## config.mk

```make
export PLATFORM = sky130hd
export DESIGN_NAME = clcd_cmd_decoder
export DESIGN_NICKNAME = d
export VERILOG_FILES = /design/src/hdl/clcd_pkg.sv /design/src/hdl/clcd_busy_timer.sv /design/src/hdl/clcd_cmd_decoder.sv
export SDC_FILE = /design/constraint.sdc
export NUM_CORES = 1
export LEC_CHECK = 0
export ABC_CLOCK_PERIOD_IN_PS = 4350
export BUFFER_PORTS_ARGS = -buffer_cell sky130_fd_sc_hd__buf_2
export CORE_UTILIZATION = 63
export CTS_CLUSTER_SIZE = 28
export DETAILED_ROUTE_END_ITERATION = 8
export GPL_TIMING_DRIVEN = 0
export PLACE_DENSITY = 0.8
export SYNTH_ARGS = -nofsm -noshare
export SYNTH_HDL_FRONTEND = slang
export SYNTH_SLANG_ARGS = --single-unit
```

## constraint.sdc

```tcl
create_clock -name clk -period 4.35 [get_ports clk]
set_input_delay 0 -clock clk [delete_from_list [all_inputs] [get_ports clk]]
set_output_delay 0 -clock clk [all_outputs]
set_load 0.05 [all_outputs]
```

## src/hdl/clcd_pkg.sv

```systemverilog
package clcd_pkg;

  // ----------------------------------------------------------------
  // Timing
  // ----------------------------------------------------------------
  localparam int CLK_PERIOD_NS  = 20;
  localparam int LONG_DELAY_NS  = 1650000;
  localparam int SHORT_DELAY_NS = 40000;
  // Both delay times round down to whole cycles, never below one
  localparam int LONG_CYCLES    = (LONG_DELAY_NS / CLK_PERIOD_NS < 1) ? 1 :
                                  LONG_DELAY_NS / CLK_PERIOD_NS;
  localparam int SHORT_CYCLES   = (SHORT_DELAY_NS / CLK_PERIOD_NS < 1) ? 1 :
                                  SHORT_DELAY_NS / CLK_PERIOD_NS;
  localparam int TIMER_W        = 17;

  // ----------------------------------------------------------------
  // Bus map and status layout
  // ----------------------------------------------------------------
  localparam logic ADDR_CMD  = 1'b0;
  localparam logic ADDR_DATA = 1'b1;
  localparam int   BUSY_BIT  = 7;

  // ----------------------------------------------------------------
  // Command decode masks, matches and field positions
  // ----------------------------------------------------------------
  localparam logic [7:0] CMD_CLEAR     = 8'h01;
  localparam logic [7:0] HOME_MASK     = 8'hfe;
  localparam logic [7:0] HOME_MATCH    = 8'h02;
  localparam logic [7:0] ENTRY_MASK    = 8'hfc;
  localparam logic [7:0] ENTRY_MATCH   = 8'h04;
  localparam logic [7:0] DISP_MASK     = 8'hf8;
  localparam logic [7:0] DISP_MATCH    = 8'h08;
  localparam logic [7:0] SHIFT_MASK    = 8'hf0;
  localparam logic [7:0] SHIFT_MATCH   = 8'h10;
  localparam logic [7:0] FUNC_MASK     = 8'he0;
  localparam logic [7:0] FUNC_MATCH    = 8'h20;
  localparam logic [7:0] CGRAM_MASK    = 8'hc0;
  localparam logic [7:0] CGRAM_MATCH   = 8'h40;
  localparam logic [7:0] DDRAM_MASK    = 8'h80;
  localparam logic [7:0] DDRAM_MATCH   = 8'h80;
  localparam int ENTRY_INC_BIT   = 1;
  localparam int ENTRY_SHIFT_BIT = 0;
  localparam int DISP_ON_BIT     = 2;
  localparam int CURSOR_BIT      = 1;
  localparam int BLINK_BIT       = 0;
  localparam int SHIFT_DISP_BIT  = 3;
  localparam int SHIFT_RIGHT_BIT = 2;
  localparam int FUNC_LSB        = 2;
  localparam int FUNC_W          = 3;
  localparam int DDRAM_AW        = 7;
  localparam int CGRAM_AW        = 6;
  localparam int DDRAM_DEPTH     = 128;

  // ----------------------------------------------------------------
  // Reset values and character set
  // ----------------------------------------------------------------
  localparam logic [FUNC_W-1:0] FUNC_DEFAULT = 3'h7;
  localparam logic              ENTRY_INC_RST = 1'b1;
  localparam logic [7:0] CHAR_BLANK = 8'h20;
  localparam logic [7:0] CHAR_LAST  = 8'h7f;

  typedef enum logic [0:0] {
    ST_IDLE  = 1'b0,
    ST_CLEAR = 1'b1
  } clcd_state_t;

  // Printable set is plain ASCII 0x20 to 0x7f, passed through unchanged; rest blank
  function automatic logic [7:0] clcd_glyph(input logic [7:0] code);
    clcd_glyph = (code >= CHAR_BLANK && code <= CHAR_LAST) ? code : CHAR_BLANK;
  endfunction

endpackage

```

## src/hdl/clcd_busy_timer.sv

```systemverilog
`timescale 1ns/1ns
module clcd_busy_timer #(
  parameter int W = 17
) (
  // Clock and reset
  input  wire logic         clk,
  input  wire logic         sys_rst,
  // Load
  input  wire logic         load,
  input  wire logic [W-1:0] loadValue,
  // State
  output logic              busy
);
  import clcd_pkg::*;

  logic [W-1:0] count_reg;
  logic [W-1:0] count_next;
  logic         busy_reg;

  // Down count; busy is high for exactly loadValue cycles
  assign count_next = load ? loadValue :
                      (count_reg != '0) ? W'(count_reg - 1'b1) : '0;
  assign busy       = busy_reg;

  // Counter and its flag
  always_ff @(posedge clk or posedge sys_rst) begin
    if (sys_rst) begin
      count_reg <= '0;
      busy_reg  <= 1'b0;
    end else begin
      count_reg <= count_next;
      busy_reg  <= (count_next != '0);
    end
  end

  property p_busy_tracks_count;
    @(posedge clk) disable iff (sys_rst) busy == (count_reg != '0);
  endproperty
  a_busy_tracks_count: assert property (p_busy_tracks_count) else $error("busy off count");

endmodule

```

## src/hdl/clcd_cmd_decoder.sv

```systemverilog
`timescale 1ns/1ns
module clcd_cmd_decoder #(
  parameter int LONG_CYCLES = clcd_pkg::LONG_CYCLES
) (
  // Clock and reset
  input  wire logic                           clk,
  input  wire logic                           sys_rst,
  // Register port
  input  wire logic                           busAddr,
  input  wire logic [7:0]                     busWrData,
  input  wire logic                           busWr,
  input  wire logic                           busRd,
  output logic      [7:0]                     busRdData,
  // Display state
  output logic                                busy,
  output logic                                displayOn,
  output logic                                cursorOn,
  output logic                                blinkOn,
  output logic                                entryInc,
  output logic                                entryShift,
  output logic      [clcd_pkg::FUNC_W-1:0]    funcBits,
  output logic      [clcd_pkg::DDRAM_AW-1:0]  ddramAddr,
  output logic      [clcd_pkg::CGRAM_AW-1:0]  cgramAddr,
  output logic      [clcd_pkg::DDRAM_AW-1:0]  shiftOffset,
  output logic      [7:0]                     glyphAtCursor
);
  import clcd_pkg::*;

  // Clear sweep must finish inside the busy window, even if shortened
  localparam int LONG_LOAD = (LONG_CYCLES > DDRAM_DEPTH) ? LONG_CYCLES : DDRAM_DEPTH + 1;
  localparam logic [TIMER_W-1:0] LONG_V  = TIMER_W'(LONG_LOAD);
  localparam logic [TIMER_W-1:0] SHORT_V = TIMER_W'(SHORT_CYCLES);
  localparam logic [DDRAM_AW-1:0] ONE_A  = 7'h01;
  localparam logic [DDRAM_AW-1:0] LAST_A = 7'h7f;

  // ----------------------------------------------------------------
  // State
  // ----------------------------------------------------------------
  logic [7:0]          ram [DDRAM_DEPTH];
  clcd_state_t         state_reg;
  clcd_state_t         state_next;
  logic [DDRAM_AW-1:0] clearIdx_reg;
  logic [7:0]          rdData_reg;
  logic                dispOn_reg, cursor_reg, blink_reg;
  logic                entryInc_reg, entryShift_reg;
  logic [FUNC_W-1:0]   func_reg;
  logic [DDRAM_AW-1:0] ddram_reg, ddram_next;
  logic [CGRAM_AW-1:0] cgram_reg;
  logic [DDRAM_AW-1:0] offset_reg, offset_next;
  logic [7:0]          glyph_reg;
  logic                timerBusy;

  // ----------------------------------------------------------------
  // Decode
  // ----------------------------------------------------------------
  // Writes during busy are dropped: the host is expected to wait
  wire cmdTake   = busWr && !timerBusy && busAddr == ADDR_CMD;
  wire dataTake  = busWr && !timerBusy && busAddr == ADDR_DATA;
  wire isClear   = busWrData == CMD_CLEAR;
  wire isHome    = (busWrData & HOME_MASK) == HOME_MATCH;
  wire isEntry   = (busWrData & ENTRY_MASK) == ENTRY_MATCH;
  wire isDisp    = (busWrData & DISP_MASK) == DISP_MATCH;
  wire isShift   = (busWrData & SHIFT_MASK) == SHIFT_MATCH;
  wire isFunc    = (busWrData & FUNC_MASK) == FUNC_MATCH;
  wire isCgram   = (busWrData & CGRAM_MASK) == CGRAM_MATCH;
  wire isDdram   = (busWrData & DDRAM_MASK) == DDRAM_MATCH;
  wire shiftDisp = busWrData[SHIFT_DISP_BIT];
  wire shiftRt   = busWrData[SHIFT_RIGHT_BIT];
  wire doHome    = cmdTake && (isClear || isHome);
  wire longCmd   = doHome;
  wire timerLoad = cmdTake || dataTake;
  wire [TIMER_W-1:0] loadValue = longCmd ? LONG_V : SHORT_V;
  wire [DDRAM_AW-1:0] addrInc = DDRAM_AW'(ddram_reg + ONE_A);
  wire [DDRAM_AW-1:0] addrDec = DDRAM_AW'(ddram_reg - ONE_A);
  wire [DDRAM_AW-1:0] offInc  = DDRAM_AW'(offset_reg + ONE_A);
  wire [DDRAM_AW-1:0] offDec  = DDRAM_AW'(offset_reg - ONE_A);
  wire [7:0] statusWord = {timerBusy, ddram_reg};
  wire [7:0] readWord   = (busAddr == ADDR_CMD) ? statusWord : ram[ddram_reg];

  // Next display address: home, direct load, cursor move, data step
  assign ddram_next =
      doHome                                   ? '0 :
      (cmdTake && isDdram)                     ? busWrData[DDRAM_AW-1:0] :
      (cmdTake && isShift && !shiftDisp)       ? (shiftRt ? addrInc : addrDec) :
      dataTake                                 ? (entryInc_reg ? addrInc : addrDec) :
                                                 ddram_reg;

  // Display window offset; left shift moves text left (offset up)
  assign offset_next =
      doHome                                   ? '0 :
      (cmdTake && isShift && shiftDisp)        ? (shiftRt ? offDec : offInc) :
      (dataTake && entryShift_reg)             ? (entryInc_reg ? offInc : offDec) :
                                                 offset_reg;

  // Clear sweep runs until the last address is blanked
  always_comb begin
    case (state_reg)
      ST_IDLE:  state_next = (cmdTake && isClear) ? ST_CLEAR : ST_IDLE;
      ST_CLEAR: state_next = (clearIdx_reg == LAST_A) ? ST_IDLE : ST_CLEAR;
      default:  state_next = ST_IDLE;
    endcase
  end

  // ----------------------------------------------------------------
  // Busy timer
  // ----------------------------------------------------------------
  clcd_busy_timer #(
    .W         (TIMER_W)
  ) u_timer (
    .clk       (clk),
    .sys_rst   (sys_rst),
    .load      (timerLoad),
    .loadValue (loadValue),
    .busy      (timerBusy)
  );

  // ----------------------------------------------------------------
  // Registers
  // ----------------------------------------------------------------
  // Control and address state
  always_ff @(posedge clk or posedge sys_rst) begin
    if (sys_rst) begin
      state_reg      <= ST_IDLE;
      clearIdx_reg   <= '0;
      dispOn_reg     <= 1'b0;
      cursor_reg     <= 1'b0;
      blink_reg      <= 1'b0;
      entryInc_reg   <= ENTRY_INC_RST;
      entryShift_reg <= 1'b0;
      func_reg       <= FUNC_DEFAULT;
      ddram_reg      <= '0;
      cgram_reg      <= '0;
      offset_reg     <= '0;
    end else begin
      state_reg    <= state_next;
      clearIdx_reg <= (state_reg == ST_CLEAR) ? DDRAM_AW'(clearIdx_reg + ONE_A) : '0;
      ddram_reg    <= ddram_next;
      offset_reg   <= offset_next;
      if (cmdTake && isEntry) begin
        entryInc_reg   <= busWrData[ENTRY_INC_BIT];
        entryShift_reg <= busWrData[ENTRY_SHIFT_BIT];
      end
      if (cmdTake && isDisp) begin
        dispOn_reg <= busWrData[DISP_ON_BIT];
        cursor_reg <= busWrData[CURSOR_BIT];
        blink_reg  <= busWrData[BLINK_BIT];
      end
      if (cmdTake && isFunc) begin
        func_reg <= busWrData[FUNC_LSB +: FUNC_W];
      end
      if (cmdTake && isCgram) begin
        cgram_reg <= busWrData[CGRAM_AW-1:0];
      end
    end
  end

  // Display memory: sweep to blank on clear, else character store
  always_ff @(posedge clk) begin
    if (state_reg == ST_CLEAR) begin
      ram[clearIdx_reg] <= CHAR_BLANK;
    end else if (dataTake) begin
      ram[ddram_reg] <= busWrData;
    end
  end

  // Read data for exactly one cycle; glyph under the cursor
  always_ff @(posedge clk or posedge sys_rst) begin
    if (sys_rst) begin
      rdData_reg <= '0;
      glyph_reg  <= CHAR_BLANK;
    end else begin
      rdData_reg <= busRd ? readWord : '0;
      glyph_reg  <= clcd_glyph(ram[ddram_reg]);
    end
  end

  assign busRdData     = rdData_reg;
  assign busy          = timerBusy;
  assign displayOn     = dispOn_reg;
  assign cursorOn      = cursor_reg;
  assign blinkOn       = blink_reg;
  assign entryInc      = entryInc_reg;
  assign entryShift    = entryShift_reg;
  assign funcBits      = func_reg;
  assign ddramAddr     = ddram_reg;
  assign cgramAddr     = cgram_reg;
  assign shiftOffset   = offset_reg;
  assign glyphAtCursor = glyph_reg;

  // ----------------------------------------------------------------
  // Assertions
  // ----------------------------------------------------------------
  property p_busy_set;
    @(posedge clk) disable iff (sys_rst) timerLoad |=> busy [*8];
  endproperty
  a_busy_set: assert property (p_busy_set) else $error("busy not held after command");

  property p_status_read;
    @(posedge clk) disable iff (sys_rst)
      busRd && busAddr == ADDR_CMD |=> busRdData == {$past(busy), $past(ddramAddr)};
  endproperty
  a_status_read: assert property (p_status_read) else $error("bad status word");

  property p_home;
    @(posedge clk) disable iff (sys_rst)
      doHome |=> ddramAddr == '0 && shiftOffset == '0 && busy;
  endproperty
  a_home: assert property (p_home) else $error("home did not reset address");

  property p_clear_blank;
    @(posedge clk) disable iff (sys_rst)
      cmdTake && isClear |=> state_reg == ST_CLEAR ##127 state_reg == ST_CLEAR ##1
      state_reg == ST_IDLE && busy;
  endproperty
  a_clear_blank: assert property (p_clear_blank) else $error("clear sweep length");

  property p_entry;
    @(posedge clk) disable iff (sys_rst) cmdTake && isEntry |=>
      entryInc == $past(busWrData[ENTRY_INC_BIT]) && entryShift == $past(busWrData[0]);
  endproperty
  a_entry: assert property (p_entry) else $error("entry mode not set");

  property p_disp;
    @(posedge clk) disable iff (sys_rst) cmdTake && isDisp |=>
      {displayOn, cursorOn, blinkOn} == $past(busWrData[DISP_ON_BIT:BLINK_BIT]);
  endproperty
  a_disp: assert property (p_disp) else $error("display control not set");

  property p_cursor_move;
    @(posedge clk) disable iff (sys_rst) cmdTake && isShift && !shiftDisp && shiftRt |=>
      ddramAddr == DDRAM_AW'($past(ddramAddr) + ONE_A) && $stable(shiftOffset);
  endproperty
  a_cursor_move: assert property (p_cursor_move) else $error("cursor right wrong");

  property p_func;
    @(posedge clk) disable iff (sys_rst)
      cmdTake && busWrData == 8'h3c |=> funcBits == FUNC_DEFAULT;
  endproperty
  a_func: assert property (p_func) else $error("function not set");

  property p_cgram;
    @(posedge clk) disable iff (sys_rst)
      cmdTake && isCgram |=> cgramAddr == $past(busWrData[CGRAM_AW-1:0]) && $stable(ddramAddr);
  endproperty
  a_cgram: assert property (p_cgram) else $error("glyph address wrong");

  property p_ddram;
    @(posedge clk) disable iff (sys_rst)
      cmdTake && isDdram |=> ddramAddr == $past(busWrData[DDRAM_AW-1:0]);
  endproperty
  a_ddram: assert property (p_ddram) else $error("display address wrong");

  property p_char_write;
    @(posedge clk) disable iff (sys_rst) dataTake && !entryInc |=>
      ddramAddr == DDRAM_AW'($past(ddramAddr) - ONE_A) && busy;
  endproperty
  a_char_write: assert property (p_char_write) else $error("data write step wrong");

  c_clear: cover property (@(posedge clk) disable iff (sys_rst) cmdTake && isClear);
  c_char:  cover property (@(posedge clk) disable iff (sys_rst) dataTake ##1 busRd);
  c_poll:  cover property (@(posedge clk) disable iff (sys_rst) busRd && busy ##1 !busy);

endmodule

```

# Word-level counts from Yosys, hierarchy flattened
# Memory sizes are Yosys's and may differ from the RTL's.
# Cells that the tools add are included.
dict set report word_totals {
  ff_bits 70
  output_inout_bits 45
  ram_bits 1024
  word_cells 87
  in_bits 13
  mem_count 1
}
# name depth width rd rd_ports_with_merged_regs write_ports line_no
set mem_list {}
lappend mem_list {ram 128 8 1 0 1 clcd_cmd_decoder.sv:39} ;# logic [7:0] ram [DDRAM_DEPTH];
dict set report classes {
  n_reduce_logical 24
  addsub 6
  n_eq_ne 8
  n_bitwise 2
  magnitude_cmp 2
  mux 29
}
# operator count
set op_table {}
lappend op_table {{2-to-1 mux 7 bit} 13}
lappend op_table {{2-to-1 mux 17 bit} 3}
lappend op_table {{nonzero test 17 bit} 2}
lappend op_table {{2-to-1 mux 8 bit} 4}
lappend op_table {{adder 7 x 1 -> 7 bit, second input constant} 3}
lappend op_table {{subtractor 17 x 1 -> 17 bit, second input constant} 1}
lappend op_table {{logical AND 1 bit} 15}
lappend op_table {{subtractor 7 x 1 -> 7 bit, second input constant} 2}
lappend op_table {{== test 8 x 1 -> 1 bit, second input constant} 1}
lappend op_table {{greater-or-equal comparator 8 x 6 -> 1 bit, second input constant} 1}
lappend op_table {{<= comparator 8 x 7 -> 1 bit, second input constant} 1}
lappend op_table {{2-to-1 mux 1 bit} 8}
lappend op_table {{OR reduction 8 bit} 1}
lappend op_table {{== test 7 x 1 -> 1 bit, second input constant} 1}
lappend op_table {{== test 7 bit, second input constant} 1}
lappend op_table {{== test 6 x 1 -> 1 bit, second input constant} 1}
lappend op_table {{== test 5 x 1 -> 1 bit, second input constant} 1}
lappend op_table {{== test 4 x 1 -> 1 bit, second input constant} 1}
lappend op_table {{nonzero test 4 bit} 1}
lappend op_table {{== test 3 x 1 -> 1 bit, second input constant} 1}
lappend op_table {{nonzero test 3 bit} 1}
lappend op_table {{== test 2 x 1 -> 1 bit, second input constant} 1}
lappend op_table {{logical NOT 1 bit} 2}
lappend op_table {{logical OR 1 bit} 2}
lappend op_table {{2 further kinds} 3}

# Depth between registers and ports, before layout
dict set report depth {
  depth_word 8
  mapped_depth 13
}

# By module
# From an unflattened synthesis, not the netlist that was laid out.
dict set report hier_totals {
  hier_cells 2240
  area_unflattened_um2 43809.5
}
# module seq_area_each_um2 area_per_inst_um2 instances cells_each
set modules_own_cells {}
lappend modules_own_cells {clcd_cmd_decoder 32057.0 42619.6 1 2100}
lappend modules_own_cells {clcd_busy_timer 450.4 1189.9 1 140}

# Worst setup path before layout
# Ideal clock, no wire load.
dict set report synth_timing {
  path_kind {flip-flop to flip-flop}
  startpoint {reg u_timer.busy_reg (netlist: u_timer.busy)}
  endpoint {mem ram[0][0] (data pin)}
  stages_incl_launch_ff 5
  setup_slack_ns 0.637
  arrival_time_ns 3.179
  synth_period_minus_slack_ns 3.713
  t_required_ns 3.816
  n_path_buf 1
  cell_sequence {dfrtp_1 > nand3b_1 > nor2_1 > clkbuf_1 > and2_1}
}
dict set report synth_between {
  elab_chain_len 8
}
# element line_no
set synth_lines {}
lappend synth_lines {{start, declared} clcd_busy_timer.sv:18} ;# logic busy_reg;
lappend synth_lines {{start signal, assigned} clcd_busy_timer.sv:32} ;# busy_reg <= (count_next != '0);
lappend synth_lines {{logical NOT 1 bit} clcd_cmd_decoder.sv:58} ;# wire dataTake = busWr && !timerBusy && busAddr == ADDR_DATA;
lappend synth_lines {{logical AND 1 bit (2 in a row)} clcd_cmd_decoder.sv:58}
lappend synth_lines {{2-to-1 mux 1 bit} clcd_cmd_decoder.sv:161} ;# end else if (dataTake) begin
lappend synth_lines {{2-to-1 mux 1 bit} clcd_cmd_decoder.sv:159} ;# if (state_reg == ST_CLEAR) begin
lappend synth_lines {{2-to-1 mux 1 bit (implied by the code)} clcd_cmd_decoder.sv:162} ;# ram[ddram_reg] <= busWrData;
lappend synth_lines {{OR reduction 8 bit (no line)} n/a}
lappend synth_lines {{2-to-1 mux 8 bit (no line)} n/a}
lappend synth_lines {{end, declared} clcd_cmd_decoder.sv:39}
# No other way between the ends.

# Worst setup path in the final report
dict set report layout_timing {
  startpoint {reg ddram_reg[0] (netlist: ddramAddr[0])}
  endpoint {mem ram[59][3], enable pin}
}
dict set report layout_between {
  elab_chain_len 1
}
# element line_no
set layout_lines {}
lappend layout_lines {{start, declared} clcd_cmd_decoder.sv:47} ;# logic [DDRAM_AW-1:0] ddram_reg, ddram_next;
lappend layout_lines {{start signal, assigned} clcd_cmd_decoder.sv:137} ;# ddram_reg <= ddram_next;
lappend layout_lines {{2-to-1 mux 7 bit (no line)} n/a}
# No other way between the ends.

==> results by group <==
Critical path
  – Required @ worst endpoint: 4.66 ns
  – CP cell instances: buf_6 > buf_8 > buf_8 > buf_8 > buf_8 > buf_4 > inv_1 > o31ai_2 > nand3_1 > buf_2 > nor2_2
  – Startpoint Class: flip-flop
  – WP data arrival: approximately 4.9 ns
  – CP dominant cell by count: buf_8
  – Crit Path Class: reg -> reg
  – CP Capture Type: flip-flop
  – Critical path's largest stage delay: approximately 0.56 ns
  – CP max-delay cell: nor2_2
  – Crit-path max FO: 10

Floorplan
  – Die ar.: a little over 0.07 mm²
  – Site Rows: 96
  – I/O pin cnt: 58
  – Initial Util: 0.6370
  – Die W: 265.6 µm
  – Die Height: 265.6 µm
  – Core area: 0.06871 mm²

STA
  – Worst Skew: around 0.025 ns
  – Final WS setup: -0.1862 ns
  – Max-slew violations: 0
  – Final Hold Fails: 0
  – Worst-Margin Slew: approximately 1.4 ns
  – RSZ-0062 raised after global routing: true
  – Rel. slew slack: 0.04153
  – Min Tclk post-route: 4.536 ns
  – Fin crit share: 1.043
  – Max frequency: between 200 and 250 MHz
  – Final-report setup violation count: around 340

Cells and area
  – Highest-count cells in the layout ignoring fill and taps: edfxtp_1, mux4_2, nand2_1
  – Core Util, Final: 0.7259
  – Area grow syn2layout: 13.95%
  – Final #Nets: ~2500
  – Final Instance Area: around 0.05 mm²
  – Final std cells w/o fill: around 3500
  – Max reg flops: between 1000 and 1500
  – Commonest non-fill, non-tap cell in the layout: edfxtp_1
  – Register area: 0.03251 mm²
  – Footprint of the multi-input gates: 0.01114 mm²
  – # fillers: a little under 4000
  – Layout cells sized above 1: 0.2601

Yosys
  – Syn avg cell area: between 15 and 20 µm²
  – Synth cell types: 66
  – Sequential element share of the synthesized area: 0.7427
  – Area of the mapped netlist: around 0.044 mm²
  – Post-synth EDFFs: 1024
  – Syn Inst Count: between 2000 and 2500
  – #FFs+latches synth: between 1000 and 1500
  – Synth warnings: 0
  – Prevailing post-synth register cell: edfxtp_1
  – Ys async rst share: 0.06399
  – Syn_nets: ~2400

Global route
  – First-pass GRT wire length: approximately 180000 µm
  – Largest net degree at the start of global routing: ~80
  – Initial antenna violation count: 3
  – Total global-route track usage: 0.3662
  – Vias in the first global route: ~25000
  – Total gr overflow: 0

Power
  – Max VDD drop: 0.3437 mV
  – Power density over the cells: about 440 mW/mm²
  – Total leakage power: 14.66 nW

Clock tree
  – H-tree depth: 3
  – Clock Path Buffers: 3
  – Clk_lat worst skew: between 0.6 and 0.7 ns
  – CTS tree: yes
  – Clock sink count: about 1100
  – Worst-path clk slew: 0.07 ns
  – CTS root buffer: clkbuf_16
  – CTS Buf Count: between 100 and 150

Detailed routing
  – Drt wl/cell: around 36 µm
  – Post-route ant nets: 0
  – DRT Pass-1 Iters: 8
  – # DRC: 0
  – DRT iter0 DRCs: 4285
  – DR vias/cell: about 7.2
  – Drt total wl: 127100 µm
  – Via count: roughly 25000

Hold path
  – Hold Path Class: in -> async

Status
  – Failing checks: setup timing
  – Status: finished, violations left

Placed design
  – DP Worst Slack: -1.085 ns
  – GP Congestion: approximately 1.0
  – Dpl cells: ~3300
  – DP HPWL: 81260 µm
  – Area after DPL: between 0.04 and 0.05 mm²
  – Port-buffer cells: 54

Run
  – Max_cap viols: 0
-- metrics by stage --
step / TNS [ns] / total power, W / hold WS, ns
after floorplan: 0 / 0.01237 / 0.1300
after global placement: -1532.00 / 0.01275 / 0.3078
after detailed placement: -559.86 / 0.01277 / 0.2552
after CTS: -2.467 / 0.02204 / 0.1043
after global routing: -3.026 / 0.02250 / 0.1977
final: -20.10 / 0.02212 / 0.09992
-- cell type report --
class,instances,area share
diodes,1,0.00005017
flip-flops and latches,1094,0.6518
repair buffers,84,0.01385
well taps,931,0.02336
clock buffers,114,0.05379
multi-input cells,1096,0.2233
plain buffers,123,0.01538
inverters,14,0.001129
clock inverters,78,0.01736
-- worst max-delay path: cells and delay by family (launching register included) --
kind / cells / cell delay, ns
AO/OA/AOI/OAI: 1 / 0.51
buffers and inverters: 8 / 2.14
flip-flops: 1 / 0.43
AND/OR/NAND/NOR: 2 / 1.03
-- cells in the mapped netlist, types with 12 or more instances --
| cell | number | area, µm² |
|---|---|---|
| nand2b_1 | 14 | 87.58 |
| nor2_1 | 190 | 713.2 |
| xor2_1 | 13 | 113.9 |
| edfxtp_1 | 1024 | 30750 |
| o22ai_1 | 26 | 162.7 |
| nand3_1 | 35 | 175.2 |
| nor2b_1 | 18 | 112.6 |
| nand2_1 | 121 | 454.2 |
| mux2_2 | 24 | 270.3 |
| xnor2_1 | 16 | 140.1 |
| buf_2 | 27 | 135.1 |
| dfrtp_1 | 65 | 1627 |
| buf_4 | 13 | 97.59 |
| buf_6 | 16 | 180.2 |
| mux2i_1 | 117 | 1171 |
| and2_1 | 17 | 106.4 |
| nand3b_1 | 12 | 90.09 |
| o21ai_0 | 43 | 215.2 |
| inv_1 | 12 | 45.04 |
| clkbuf_1 | 54 | 202.7 |
| a221oi_1 | 14 | 122.6 |
| a211oi_1 | 14 | 105.1 |
| a22oi_1 | 19 | 142.6 |
| nor3_1 | 23 | 115.1 |
| mux4_2 | 221 | 4977 |
| a21oi_1 | 22 | 110.1 |
| nor4_1 | 16 | 100.1 |
-- routing by layer --
metal	GRT usage	share of wire	vias to the layer above
met5	0	0.000094	-
met4	0.1943	0.063	2
met3	0.09887	0.13	471
met2	0.5630	0.46	2296
met1	0.4850	0.34	12910
li1	-	-	9785
-- report_power, final --
part,switching (W),internal (W),total [W]
sequential,0.0000567,0.0114,0.0114
combinational,0.000759,0.000404,0.00116
clock,0.00404,0.00547,0.00951
-- final timing paths --
kind | cells past startpoint | end | slack (ns) | startpoint
worst max-delay path | 11 | ram[59][3]$_DFFE_PP_ | -0.19 | ddramAddr[0]$_DFFE_PP0P_
worst min-delay path | 3 | state_reg$_DFF_PP0_ | 0.1 | sys_rst
worst max register to register | 11 | ram[59][3]$_DFFE_PP_ | -0.19 | ddramAddr[0]$_DFFE_PP0P_
worst min register to register | 1 | u_timer.count_reg[0]$_DFF_PP0_ | 0.47 | u_timer.count_reg[0]$_DFF_PP0_
max in group asynchronous | 3 | glyphAtCursor[3]$_DFF_PP0_ | 3.63 | sys_rst
min in group clk | 3 | cgramAddr[0]$_DFFE_PP0P_ | 0.24 | busWrData[0]
-- repair_timing --
action / 4_1_cts / 5_1_grt
setup buffers: 2 / 0
resized for setup: 169 / 38
pin swaps: 2 / 0
hold endpoints to repair: 102 / 0
setup endpoints to repair: 1022 / 403
hold buffers: 20 / 0
-- kinds of logic after synthesis --
family	after synthesis	share of synthesized area
other	1	0.00008568
and+or+nand+nor	496	0.05297
adders and majority gates	7	0.002001
AOI/OAI and AO/OA	199	0.03122
DFF	1094	0.7427
buffers and inverters	140	0.01792
muxes	364	0.1473
xor gates and xnor gates	29	0.005803
Note: power is estimated with default switching activity, not from simulation.
